`src/shared/ftc_pkg.sv`:
```
// constants and types for the flag test and control transfer core
package ftc_pkg;

    // register byte offsets
    localparam logic [7:0] ADDR_CTRL   = 8'h00;
    localparam logic [7:0] ADDR_STATUS = 8'h04;
    localparam logic [7:0] ADDR_OPA    = 8'h08;
    localparam logic [7:0] ADDR_OPB    = 8'h0C;
    localparam logic [7:0] ADDR_SEL    = 8'h10;
    localparam logic [7:0] ADDR_IP     = 8'h14;
    localparam logic [7:0] ADDR_CS     = 8'h18;
    localparam logic [7:0] ADDR_SP     = 8'h1C;
    localparam logic [7:0] ADDR_FLAGS  = 8'h20;
    localparam logic [7:0] ADDR_RESULT = 8'h24;

    // control field positions
    localparam int CTRL_OP_LSB   = 0;
    localparam int CTRL_MODE_LSB = 4;
    localparam int CTRL_COND_LSB = 8;
    localparam int CTRL_PROT_BIT = 12;
    localparam int CTRL_GO_BIT   = 31;

    // status bit positions
    localparam int STAT_BUSY  = 0;
    localparam int STAT_DONE  = 1;
    localparam int STAT_ERR   = 2;
    localparam int STAT_TAKEN = 3;

    // flag bit positions in flags_register
    localparam int FLAG_CARRY    = 0;
    localparam int FLAG_PARITY   = 2;
    localparam int FLAG_ZERO     = 6;
    localparam int FLAG_SIGN     = 7;
    localparam int FLAG_OVERFLOW = 11;

    // reset values and stack step
    localparam logic [31:0] FLAGS_RESET = 32'h0000_0002;
    localparam logic [31:0] IP_RESET    = 32'h0000_0000;
    localparam logic [31:0] SP_RESET    = 32'h0000_0000;
    localparam logic [15:0] CS_RESET    = 16'h0000;
    localparam logic [31:0] WORD_BYTES  = 32'h0000_0004;

    // bus answers
    localparam logic [1:0] RESP_OKAY   = 2'h0;
    localparam logic [1:0] RESP_SLVERR = 2'h2;

    typedef enum logic [3:0] {
        OP_BYTE_SET  = 4'h0,
        OP_TEST      = 4'h1,
        OP_JUMP      = 4'h2,
        OP_CALL      = 4'h3,
        OP_PROC_EXIT = 4'h4,
        OP_INT_EXIT  = 4'h5,
        OP_INT       = 4'h6,
        OP_JCC       = 4'h7
    } ftc_op_t;

    typedef enum logic [1:0] {
        TGT_REL      = 2'h0,
        TGT_REG      = 2'h1,
        TGT_MEM_NEAR = 2'h2,
        TGT_MEM_FAR  = 2'h3
    } ftc_tgt_t;

    typedef enum logic [2:0] {
        ST_IDLE    = 3'h0,
        ST_PUSH_FL = 3'h1,
        ST_PUSH_IP = 3'h2,
        ST_POP_IP  = 3'h3,
        ST_POP_FL  = 3'h4,
        ST_LD_OFF  = 3'h5,
        ST_LD_SEL  = 3'h6
    } ftc_fsm_t;

endpackage

```
`src/logic/ftc_core.sv`:
```
// flag test, byte set and control transfer execution core
// Summary of operation
// - byte set writes 0 or 1 from the selected condition on flags.
// - overflow byte set writes 1 when overflow set, else 0.
// - test ANDs operands, updates sign, zero and parity flags.
// - test leaves operands unchanged and discards the AND result.
// - conditional transfers redirect only on true condition; others always.
// - jump redirects without saving any return address.
// - relative target is ip plus signed displacement, forward or backward.
// - register target loads ip as near pointer, code segment kept.
// - memory near loads ip; memory far loads selector and offset.
// - protected mode accepts gate and task targets on far jumps.
// - call pushes the following instruction address before transfer.
// - call takes the same target forms as a jump.
// - return pops the saved address into ip and continues there.
// - return immediate is added to stack pointer, freeing parameters.
// - interrupt pushes flags and return address, then calls handler.
// - interrupt return pops ip like return and restores flags.
`timescale 1ns/1ps
`default_nettype none

module ftc_core (
    input  wire logic        aclk,
    input  wire logic        aresetn,
    input  wire logic [7:0]  s_axi_awaddr,
    input  wire logic        s_axi_awvalid,
    output logic             s_axi_awready,
    input  wire logic [31:0] s_axi_wdata,
    input  wire logic [3:0]  s_axi_wstrb,
    input  wire logic        s_axi_wvalid,
    output logic             s_axi_wready,
    output logic [1:0]       s_axi_bresp,
    output logic             s_axi_bvalid,
    input  wire logic        s_axi_bready,
    input  wire logic [7:0]  s_axi_araddr,
    input  wire logic        s_axi_arvalid,
    output logic             s_axi_arready,
    output logic [31:0]      s_axi_rdata,
    output logic [1:0]       s_axi_rresp,
    output logic             s_axi_rvalid,
    input  wire logic        s_axi_rready,
    output logic             mem_req,
    output logic             mem_we,
    output logic [31:0]      mem_addr,
    output logic [31:0]      mem_wdata,
    input  wire logic [31:0] mem_rdata,
    input  wire logic        mem_ack,
    output logic             gate_xfer
);

    typedef struct packed {
        logic              awv;
        logic [7:0]        awaddr;
        logic              wv;
        logic [31:0]       wdata;
        logic [3:0]        wstrb;
        logic              bvalid;
        logic [1:0]        bresp;
        logic              rvalid;
        logic [31:0]       rdata;
        logic [1:0]        rresp;
        ftc_pkg::ftc_fsm_t fsm;
        ftc_pkg::ftc_op_t  op;
        ftc_pkg::ftc_tgt_t mode;
        logic [3:0]        cond;
        logic              prot;
        logic              start;
        logic              done;
        logic              err;
        logic              taken;
        logic [31:0]       opa;
        logic [31:0]       opb;
        logic [31:0]       sel;
        logic [31:0]       ip;
        logic [15:0]       cs;
        logic [31:0]       sp;
        logic [31:0]       flags;
        logic [7:0]        result;
        logic              mem_req;
        logic              mem_we;
        logic [31:0]       mem_addr;
        logic [31:0]       mem_wdata;
        logic              gate_xfer;
    } ftc_reg_t;

    localparam ftc_reg_t RST = '{
        fsm:     ftc_pkg::ST_IDLE,
        op:      ftc_pkg::OP_BYTE_SET,
        mode:    ftc_pkg::TGT_REL,
        ip:      ftc_pkg::IP_RESET,
        cs:      ftc_pkg::CS_RESET,
        sp:      ftc_pkg::SP_RESET,
        flags:   ftc_pkg::FLAGS_RESET,
        default: '0
    };

    ftc_reg_t st;
    ftc_reg_t next_st;

    // condition code evaluation, low bit inverts
    function automatic logic cond_met(input logic [3:0]  c,
                                      input logic [31:0] f);
        logic o;
        logic cy;
        logic z;
        logic s;
        logic p;
        logic t;
        o  = f[ftc_pkg::FLAG_OVERFLOW];
        cy = f[ftc_pkg::FLAG_CARRY];
        z  = f[ftc_pkg::FLAG_ZERO];
        s  = f[ftc_pkg::FLAG_SIGN];
        p  = f[ftc_pkg::FLAG_PARITY];
        unique case (c[3:1])
            3'h0: t = o;
            3'h1: t = cy;
            3'h2: t = z;
            3'h3: t = cy | z;
            3'h4: t = s;
            3'h5: t = p;
            3'h6: t = s ^ o;
            3'h7: t = (s ^ o) | z;
        endcase
        return t ^ c[0];
    endfunction

    // register read mux, top bit marks a mapped address
    function automatic logic [32:0] reg_read(input ftc_reg_t   s,
                                             input logic [7:0] a);
        logic [32:0] r;
        r = {1'b1, 32'h0};
        unique case (a)
            ftc_pkg::ADDR_CTRL:   r[31:0] = {19'h0, s.prot, s.cond,
                                             2'h0, s.mode, s.op};
            ftc_pkg::ADDR_STATUS: r[31:0] = {28'h0, s.taken, s.err,
                                             s.done, s.start |
                                             (s.fsm != ftc_pkg::ST_IDLE)};
            ftc_pkg::ADDR_OPA:    r[31:0] = s.opa;
            ftc_pkg::ADDR_OPB:    r[31:0] = s.opb;
            ftc_pkg::ADDR_SEL:    r[31:0] = s.sel;
            ftc_pkg::ADDR_IP:     r[31:0] = s.ip;
            ftc_pkg::ADDR_CS:     r[31:0] = {16'h0, s.cs};
            ftc_pkg::ADDR_SP:     r[31:0] = s.sp;
            ftc_pkg::ADDR_FLAGS:  r[31:0] = s.flags;
            ftc_pkg::ADDR_RESULT: r[31:0] = {24'h0, s.result};
            default:              r = 33'h0;
        endcase
        return r;
    endfunction

    // byte lane merge for writes
    function automatic logic [31:0] wmerge(input logic [31:0] old,
                                           input logic [31:0] d,
                                           input logic [3:0]  be);
        logic [31:0] m;
        m = old;
        for (int i = 0; i < 4; i++) begin
            if (be[i]) begin
                m[8*i +: 8] = d[8*i +: 8];
            end
        end
        return m;
    endfunction

    always_comb begin
        logic [32:0] rr;
        logic [31:0] m;
        logic [31:0] t;
        logic        busy;
        logic        fin;
        logic        resolve;
        logic        cm;
        rr      = 33'h0;
        m       = 32'h0;
        t       = 32'h0;
        fin     = 1'b0;
        resolve = 1'b0;
        busy    = st.start | (st.fsm != ftc_pkg::ST_IDLE);
        cm      = cond_met(st.cond, st.flags);
        next_st = st;
        next_st.gate_xfer = 1'b0;

        // bus write side
        if (st.bvalid && s_axi_bready) begin
            next_st.bvalid = 1'b0;
        end
        if (!st.awv && s_axi_awvalid) begin
            next_st.awv    = 1'b1;
            next_st.awaddr = s_axi_awaddr;
        end
        if (!st.wv && s_axi_wvalid) begin
            next_st.wv    = 1'b1;
            next_st.wdata = s_axi_wdata;
            next_st.wstrb = s_axi_wstrb;
        end
        if (st.awv && st.wv && !st.bvalid) begin
            rr = reg_read(st, st.awaddr);
            m  = wmerge(rr[31:0], st.wdata, st.wstrb);
            next_st.awv    = 1'b0;
            next_st.wv     = 1'b0;
            next_st.bvalid = 1'b1;
            next_st.bresp  = ftc_pkg::RESP_OKAY;
            if (!rr[32] || (busy && st.awaddr != ftc_pkg::ADDR_STATUS
                            && st.awaddr != ftc_pkg::ADDR_RESULT)) begin
                next_st.bresp = ftc_pkg::RESP_SLVERR;
            end else begin
                unique case (st.awaddr)
                    ftc_pkg::ADDR_CTRL: begin
                        next_st.op   = ftc_pkg::ftc_op_t'(
                            m[ftc_pkg::CTRL_OP_LSB +: 4]);
                        next_st.mode = ftc_pkg::ftc_tgt_t'(
                            m[ftc_pkg::CTRL_MODE_LSB +: 2]);
                        next_st.cond = m[ftc_pkg::CTRL_COND_LSB +: 4];
                        next_st.prot = m[ftc_pkg::CTRL_PROT_BIT];
                        if (st.wstrb[3] && st.wdata[ftc_pkg::CTRL_GO_BIT]) begin
                            next_st.start = 1'b1;
                            next_st.done  = 1'b0;
                            next_st.err   = 1'b0;
                            next_st.taken = 1'b0;
                        end
                    end
                    ftc_pkg::ADDR_OPA:   next_st.opa   = m;
                    ftc_pkg::ADDR_OPB:   next_st.opb   = m;
                    ftc_pkg::ADDR_SEL:   next_st.sel   = m;
                    ftc_pkg::ADDR_IP:    next_st.ip    = m;
                    ftc_pkg::ADDR_CS:    next_st.cs    = m[15:0];
                    ftc_pkg::ADDR_SP:    next_st.sp    = m;
                    ftc_pkg::ADDR_FLAGS: next_st.flags = m;
                    default: ;
                endcase
            end
        end

        // bus read side
        if (st.rvalid && s_axi_rready) begin
            next_st.rvalid = 1'b0;
        end
        if (!st.rvalid && s_axi_arvalid) begin
            rr = reg_read(st, s_axi_araddr);
            next_st.rvalid = 1'b1;
            next_st.rdata  = rr[31:0];
            next_st.rresp  = rr[32] ? ftc_pkg::RESP_OKAY
                                    : ftc_pkg::RESP_SLVERR;
        end

        // execution sequencer
        unique case (st.fsm)
            ftc_pkg::ST_IDLE: begin
                if (st.start) begin
                    next_st.start = 1'b0;
                    unique case (st.op)
                        ftc_pkg::OP_BYTE_SET: begin
                            next_st.result = {7'h0, cm};
                            fin = 1'b1;
                        end
                        ftc_pkg::OP_TEST: begin
                            t = st.opa & st.opb;
                            next_st.flags[ftc_pkg::FLAG_SIGN]   = t[31];
                            next_st.flags[ftc_pkg::FLAG_ZERO]   = (t == 32'h0);
                            next_st.flags[ftc_pkg::FLAG_PARITY] = ~^t[7:0];
                            fin = 1'b1;
                        end
                        ftc_pkg::OP_JCC: begin
                            if (cm) begin
                                next_st.ip    = st.ip + st.opb;
                                next_st.taken = 1'b1;
                            end
                            fin = 1'b1;
                        end
                        ftc_pkg::OP_JUMP: resolve = 1'b1;
                        ftc_pkg::OP_CALL: begin
                            next_st.fsm       = ftc_pkg::ST_PUSH_IP;
                            next_st.mem_req   = 1'b1;
                            next_st.mem_we    = 1'b1;
                            next_st.mem_addr  = st.sp - ftc_pkg::WORD_BYTES;
                            next_st.mem_wdata = st.ip;
                        end
                        ftc_pkg::OP_INT: begin
                            next_st.fsm       = ftc_pkg::ST_PUSH_FL;
                            next_st.mem_req   = 1'b1;
                            next_st.mem_we    = 1'b1;
                            next_st.mem_addr  = st.sp - ftc_pkg::WORD_BYTES;
                            next_st.mem_wdata = st.flags;
                        end
                        ftc_pkg::OP_PROC_EXIT,
                        ftc_pkg::OP_INT_EXIT: begin
                            next_st.fsm      = ftc_pkg::ST_POP_IP;
                            next_st.mem_req  = 1'b1;
                            next_st.mem_we   = 1'b0;
                            next_st.mem_addr = st.sp;
                        end
                        default: begin
                            next_st.err = 1'b1;
                            fin = 1'b1;
                        end
                    endcase
                end
            end
            ftc_pkg::ST_PUSH_FL: begin
                if (mem_ack) begin
                    next_st.sp        = st.sp - ftc_pkg::WORD_BYTES;
                    next_st.fsm       = ftc_pkg::ST_PUSH_IP;
                    next_st.mem_addr  = next_st.sp - ftc_pkg::WORD_BYTES;
                    next_st.mem_wdata = st.ip;
                end
            end
            ftc_pkg::ST_PUSH_IP: begin
                if (mem_ack) begin
                    next_st.sp      = st.sp - ftc_pkg::WORD_BYTES;
                    next_st.mem_req = 1'b0;
                    next_st.mem_we  = 1'b0;
                    if (st.op == ftc_pkg::OP_INT) begin
                        next_st.ip    = st.opb;
                        next_st.cs    = st.sel[15:0];
                        next_st.taken = 1'b1;
                        fin = 1'b1;
                    end else begin
                        resolve = 1'b1;
                    end
                end
            end
            ftc_pkg::ST_POP_IP: begin
                if (mem_ack) begin
                    next_st.ip    = mem_rdata;
                    next_st.taken = 1'b1;
                    next_st.sp    = st.sp + ftc_pkg::WORD_BYTES;
                    if (st.op == ftc_pkg::OP_INT_EXIT) begin
                        next_st.fsm      = ftc_pkg::ST_POP_FL;
                        next_st.mem_addr = next_st.sp;
                    end else begin
                        next_st.sp      = next_st.sp + st.opb;
                        next_st.mem_req = 1'b0;
                        fin = 1'b1;
                    end
                end
            end
            ftc_pkg::ST_POP_FL: begin
                if (mem_ack) begin
                    next_st.flags   = mem_rdata;
                    next_st.sp      = st.sp + ftc_pkg::WORD_BYTES;
                    next_st.mem_req = 1'b0;
                    fin = 1'b1;
                end
            end
            ftc_pkg::ST_LD_OFF: begin
                if (mem_ack) begin
                    next_st.ip    = mem_rdata;
                    next_st.taken = 1'b1;
                    if (st.mode == ftc_pkg::TGT_MEM_FAR) begin
                        next_st.fsm      = ftc_pkg::ST_LD_SEL;
                        next_st.mem_addr = st.opa + ftc_pkg::WORD_BYTES;
                    end else begin
                        next_st.mem_req = 1'b0;
                        fin = 1'b1;
                    end
                end
            end
            ftc_pkg::ST_LD_SEL: begin
                if (mem_ack) begin
                    next_st.cs      = mem_rdata[15:0];
                    next_st.mem_req = 1'b0;
                    // gate or task target handed out
                    next_st.gate_xfer = st.prot;
                    fin = 1'b1;
                end
            end
            default: begin
                next_st.fsm     = ftc_pkg::ST_IDLE;
                next_st.mem_req = 1'b0;
            end
        endcase

        // target resolution shared by jump and call
        if (resolve) begin
            unique case (st.mode)
                ftc_pkg::TGT_REL: begin
                    next_st.ip    = st.ip + st.opb;
                    next_st.taken = 1'b1;
                    fin = 1'b1;
                end
                ftc_pkg::TGT_REG: begin
                    next_st.ip    = st.opb;
                    next_st.taken = 1'b1;
                    fin = 1'b1;
                end
                ftc_pkg::TGT_MEM_NEAR,
                ftc_pkg::TGT_MEM_FAR: begin
                    next_st.fsm      = ftc_pkg::ST_LD_OFF;
                    next_st.mem_req  = 1'b1;
                    next_st.mem_we   = 1'b0;
                    next_st.mem_addr = st.opa;
                end
            endcase
        end

        if (fin) begin
            next_st.fsm  = ftc_pkg::ST_IDLE;
            next_st.done = 1'b1;
        end
    end

    always_ff @(posedge aclk) begin
        if (!aresetn) begin
            st <= RST;
        end else begin
            st <= next_st;
        end
    end

    assign s_axi_awready = !st.awv;
    assign s_axi_wready  = !st.wv;
    assign s_axi_bvalid  = st.bvalid;
    assign s_axi_bresp   = st.bresp;
    assign s_axi_arready = !st.rvalid;
    assign s_axi_rvalid  = st.rvalid;
    assign s_axi_rdata   = st.rdata;
    assign s_axi_rresp   = st.rresp;
    assign mem_req       = st.mem_req;
    assign mem_we        = st.mem_we;
    assign mem_addr      = st.mem_addr;
    assign mem_wdata     = st.mem_wdata;
    assign gate_xfer     = st.gate_xfer;

endmodule

`default_nettype wire

```
`config.mk`:
```
export PLATFORM = sky130hd
export DESIGN_NAME = ftc_core
export DESIGN_NICKNAME = d
export VERILOG_FILES = /design/src/shared/ftc_pkg.sv /design/src/logic/ftc_core.sv
export SDC_FILE = /design/constraint.sdc
export NUM_CORES = 2
export LEC_CHECK = 0
export ABC_AREA = 1
export BUFFER_PORTS_ARGS = -buffer_cell sky130_fd_sc_hd__clkbuf_2
export CAP_MARGIN = 40
export CORE_ASPECT_RATIO = 1.25
export CORE_MARGIN = 3
export CORE_UTILIZATION = 37
export DETAILED_ROUTE_END_ITERATION = 16
export GPL_TIMING_DRIVEN = 0
export PLACE_DENSITY_LB_ADDON = 0.1
export SYNTH_ARGS = -nofsm -noshare
export SYNTH_HDL_FRONTEND = slang
export SYNTH_SLANG_ARGS = --single-unit
```
`constraint.sdc`:
```
create_clock -name aclk -period 2.8 [get_ports aclk]
set_clock_uncertainty 0.05 [all_clocks]
set_input_delay 0.7 -clock aclk [delete_from_list [all_inputs] [get_ports aclk]]
set_output_delay 0.7 -clock aclk [all_outputs]
set_load 0.1 [all_outputs]
```
Word level (Yosys, flattened, before mapping). Cells that the tools add are included. W data, S select, Z words.

Output and inout port bits: 108. Input port bits: 92. Bits in registers: 378. Word-level logic and storage cells: 260.

Reduce and logical (&&, ||, !) cells: 52. Bitwise operators: 8. Eq/ne operators: 47. Add/subtract/negate cells: 6. Muxes and demuxes: 115.

Operator list (number): $pmux W32 S10 (2); $mux W32 (19); $mux W212 (2); $pmux W32 S4 (2); $pmux W32 S2 (3); $mux W64 (2); $pmux W32 S3 (1); $mux W80 (1); $mux W34 (2); $pmux W34 S2 (1); $mux W66 (1); $add A32 B3 Y32 const B (2); $add A32 B32 Y32 (2); $eq A8 B5 Y1 const B (8); $sub A32 B3 Y32 const B (2); $mux W48 (1); $mux W1 (40); $mux W35 (1); $and A32 B32 Y32 (1); $eq A8 B4 Y1 const B (4); $eq A8 B6 Y1 const B (4); $logic_not A32 Y1 (1); $mux W16 (2); $mux W8 (4); 47 further kinds (120).

Depth between registers and ports, before layout.
Word-level depth: 14. Gate-level depth with buffers: 26.

Least setup slack after synthesis. Ideal clock, no wire load.

Path kind: reg-to-reg. Start point: reg st[109] (netlist name). End point: reg st[133] (netlist name). Library setup time: 0.117 ns. Data required time: 2.633 ns. Arrival: 2.908 ns. Path buffers: 1. Slack: -0.275 ns. Stages on the path, launching flop included: 23. Path through: dfxtp_1 > buf_6 > inv_2 > nor3_1 > nand2_1 > nor2_1 > inv_1 > nor2_1 > nand2_1 > nand2_1 > inv_1 > ha_1 > nand2_1 > nor2_1 > inv_1 > nor4_1 > nand2_1 > o211ai_1 > a21oi_1 > o21ai_0 > nand2_1 > a21oi_1 > nor2_1.

Longest elaborated chain between the ends: 5. Elaborated cells on any way between the ends: 9.

RTL lines: start: declaration (line ftc_core.sv:97) `ftc_reg_t st;`; start signal: assignment (line ftc_core.sv:406) `st <= next_st;`; $add A32 B3 Y32 (line ftc_core.sv:326, ftc_core.sv:340); $add A32 B32 Y32 (line ftc_core.sv:331) `next_st.sp = next_st.sp + st.opb;`; $mux W32 (line ftc_core.sv:327) `if (st.op == ftc_pkg::OP_INT_EXIT) begin`; $mux W32 (line ftc_core.sv:323) `if (mem_ack) begin`; $pmux W32 S4 (*) (line ftc_core.sv:247) `unique case (st.fsm)`.

Every way passes the cells marked *; elsewhere a longest branch is shown, timed or not. A chain may end at the register's enable or synchronous reset.

Final worst setup path.
Start point: reg st[110] (netlist name). End point: reg st[127] (netlist name).

Same word-level chain as after synthesis.

==> impl_metrics.tcl <==
set metrics [dict create \
    final_nets 5621 \
    grt.busiest_layer "met2" \
    fin_total_pwr_mw 14.11 \
    power.leakage_nw 17.06 \
    place.gp.congestion 1.129 \
    initial_core_util_pct 37.40 \
    cts.path.max_buffers 3 \
    cts_max_level 2 \
    fin_crit_sh_pct 133.6 \
    use_met2_pct 79.61 \
    remaining_drc_errors 0 \
    grt_pass1_wl_um 316000 \
    fp.dieH_um 324.1 \
    clock.fmax_mhz 267.4 \
    drt_iter0_markers 6182 \
    cts.root.buffer_cell "clkbuf_16" \
    die_w_um 260.5 \
    crit_arrival_ps 4240 \
    vias 42591 \
    cts_buffers 47 \
    slew-limit-headroom_pct 3.955 \
    setup_slack_ps -940.1 \
    pre_cts_ws_ps -2023 \
    end_kind "flip-flop" \
    gr-usage-all-layers_pct 53.60 \
    row_count 116 \
    ant_nets 0 \
    rr_startpoint "st[110]" \
    ys_warn_count 0 \
    cts.reportedPaths.clkPinSlew_ps 60 \
    reg2reg_to "st[127]" \
    crit_path_max_fanout 5 \
    ys_async_sr_fraction_pct 0 \
    rrSetupSlack_ps -940 \
    wl_per_cell_um 35.50 \
    ys_ff_latch 376 \
    first_pass_iters 13 \
    grt_overflow 0 \
    pin_count 200 \
    cts_tree "built" \
    startpoint_type "flip-flop" \
    grt_max_degree 16 \
    ys_types 65 \
    ff2ff_path_depth 19 \
    setup-violations-final 228 \
    die_area_um2 84440 \
    hp-start "s_axi_awaddr[7]" \
    place_hpwl_um 178700 \
    area_growth_pct 35.79 \
    crit_type "flip-flop to flip-flop" \
    cts_sinks 376 \
    status "finished with violations" \
    violations "negative setup slack" \
    antenna_found_initial 28 \
    p_per_area_nw_per_um2 346.8 \
    core_area_um2 80120 \
    grt_util_met1_pct 53.41 \
    use_met3_pct 24.04 \
    drv_cap 0 \
    slew_viol_final 0 \
    crit_required_ps 3300 \
    finalWirelength_um 233500 \
    whs_endpoint "st[383]" \
    synth-edff-count 0 \
    n_fill_cell 8519 \
    ys.flop_type "dfxtp_1" \
    synth_area_um2 29960 \
    clk_latency_ps 660 \
    hold_viol 0 \
    synthCells 4909 \
    yosysSeqAreaShare_pct 25.12 \
    portBuffers 197 \
    layout-drive-gt1-share_pct 27.46 \
    vias_per_cell 6.476 \
    grt_pass1_vias 39717 \
    hold_path_depth 3 \
    tightestPinTransition_ps 1441 \
    syn_avg_cell_area_um2 6.103 \
    rsz0062_at_grt "true" \
    ctsHoldBuffers 0 \
    ir_drop_uv 470.5 \
    hold_path.class "primary input to flip-flop" \
    fin_crit_ps 3740 \
]
==> routing by layer <==
metal | vias up | part of all wire, %
met2 | 3515 | 42
li1 | 17753 | -
met4 | 16 | 14
met3 | 1568 | 13
met5 | - | 0.064
met1 | 19739 | 32
==> cells by family after synthesis <==
group / count (synthesis) / share of synthesized area, %
XOR/XNOR: 59 / 1.787
other: 1 / 0.01252
adder cells (fa/ha/maj): 72 / 3.057
AND/OR/NAND/NOR: 1889 / 26.79
flip-flops: 376 / 25.12
buffers and inverters: 984 / 13.90
AO/OA/AOI/OAI: 1528 / 29.33
==> Yosys cell counts (15+ instances only) <==
library cell	n	area share [%]
nor2_1	391	4.9
nor2_2	24	0.50
nand2_1	1029	13
clkbuf_1	180	2.3
nand3b_1	23	0.58
o21a_1	19	0.48
a31oi_1	42	0.88
o31ai_1	20	0.50
buf_2	38	0.63
xor2_1	45	1.3
inv_2	23	0.29
a221oi_1	47	1.4
nand3_1	254	4.2
o22ai_1	214	4.5
dfxtp_1	376	25
o21ai_0	494	8.3
nand4_1	54	1.1
nor4_1	17	0.35
a21oi_1	493	8.2
a22oi_1	29	0.73
nor3_1	56	0.94
o221ai_1	15	0.44
buf_4	104	2.6
inv_1	605	7.6
o211ai_1	45	1.1
a211oi_1	37	0.93
ha_1	70	2.9
==> critical path, stage by stage, from the launching register on <==
cell and delay, ps:
dfxtp_4 380, buf_6 100, clkinvlp_4 200, nor3_4 320, buf_6 160, nand2_4 60, nor2_4 170, xor2_2 150
buf_6 170, inv_4 110, ha_4 340, nand2_4 100, nor2_4 130, inv_2 80, nor2_4 170, nand4_1 130
a31o_2 280, nand3_2 120, nand2_8 130, a31oi_4 260
==> layout make-up <==
type / count / area [um2] / area share, %
Inverter: 642 / 2619 / 6.437
Sequential cell: 376 / 7681 / 18.88
Tap cell: 1062 / 1329 / 3.266
Multi-Input combinational cell: 3550 / 21480 / 52.81
Buffer: 336 / 1923 / 4.727
Antenna cell: 20 / 50.05 / 0.1230
Clock buffer: 56 / 1260 / 3.097
Clock inverter: 31 / 459.2 / 1.129
Timing Repair Buffer: 504 / 3877 / 9.531
==> registers in the layout, summed over array words and instances (netlist names) <==
name	flops
st	273
mem_addr	32
mem_wdata	32
s_axi_rdata	32
gate_xfer	1
mem_req	1
mem_we	1
s_axi_bresp	1
s_axi_bvalid	1
s_axi_rresp	1
s_axi_rvalid	1
==> power by group <==
part | switching, mW | internal (mW)
Combinational | 1.22 | 0.330
Clock | 3.03 | 4.11
Sequential | 0.0441 | 5.39
Total | 4.29 | 9.82
==> repair_timing <==
item | CTS | global route
resized for setup | 574 | 480
setup endpoints to repair | 298 | 297
pin swaps | 101 | 159
setup buffers | 125 | 135
==> worst max path at each step <==
stage | to | slack, ps | cells after the start | start
2_1_floorplan | st[133] | -80 | 22 | st[109]
3_3_place_gp | st[133] | -2250 | 19 | st[121]
3_5_place_dp | st[133] | -2020 | 18 | st[115]
4_1_cts | st[133] | -920 | 22 | st[110]
5_1_grt | st[135] | -1210 | 19 | st[110]
6_report | st[127] | -940 | 19 | st[110]
==> per-stage QoR <==
step | instance area, um2 | cells | hold WS [ps] | utilization [%] | TNS, ps
after floorplan | 30200 | 4910 | 379.2 | - | -192.9
after global routing | 40640 | 6560 | 234.9 | 50.73 | -61430
final | 40680 | 6577 | 220.9 | 50.78 | -41480
after CTS | 37920 | 6421 | 214.9 | 47.34 | -20600
after global placement | 32510 | 6169 | 389.6 | 40.58 | -248470
after detailed placement | 33040 | 6215 | 395.2 | 41.24 | -185290
==> layout by cell type (no fill, tap or decap), types with 36 or more instances in the layout <==
cell type    n
ha_1        40
nor3_1      36
inv_2       49
buf_6       59
buf_4      313
inv_1      546
buf_2       39
o21ai_0    448
a21oi_1    443
a31oi_1     37
nor2_1     310
a211oi_1    37
o211ai_1    45
dfxtp_1    311
nand2_2    113
dfxtp_2     36
nand3_1    206
nand2_4     55
nor2_2      52
nand2_1    867
clkbuf_16   47
nand4_1     54
clkbuf_1   116
nor2_4      65
clkbuf_2   247
o22ai_1    214
Power figures use the tool's default switching activity.
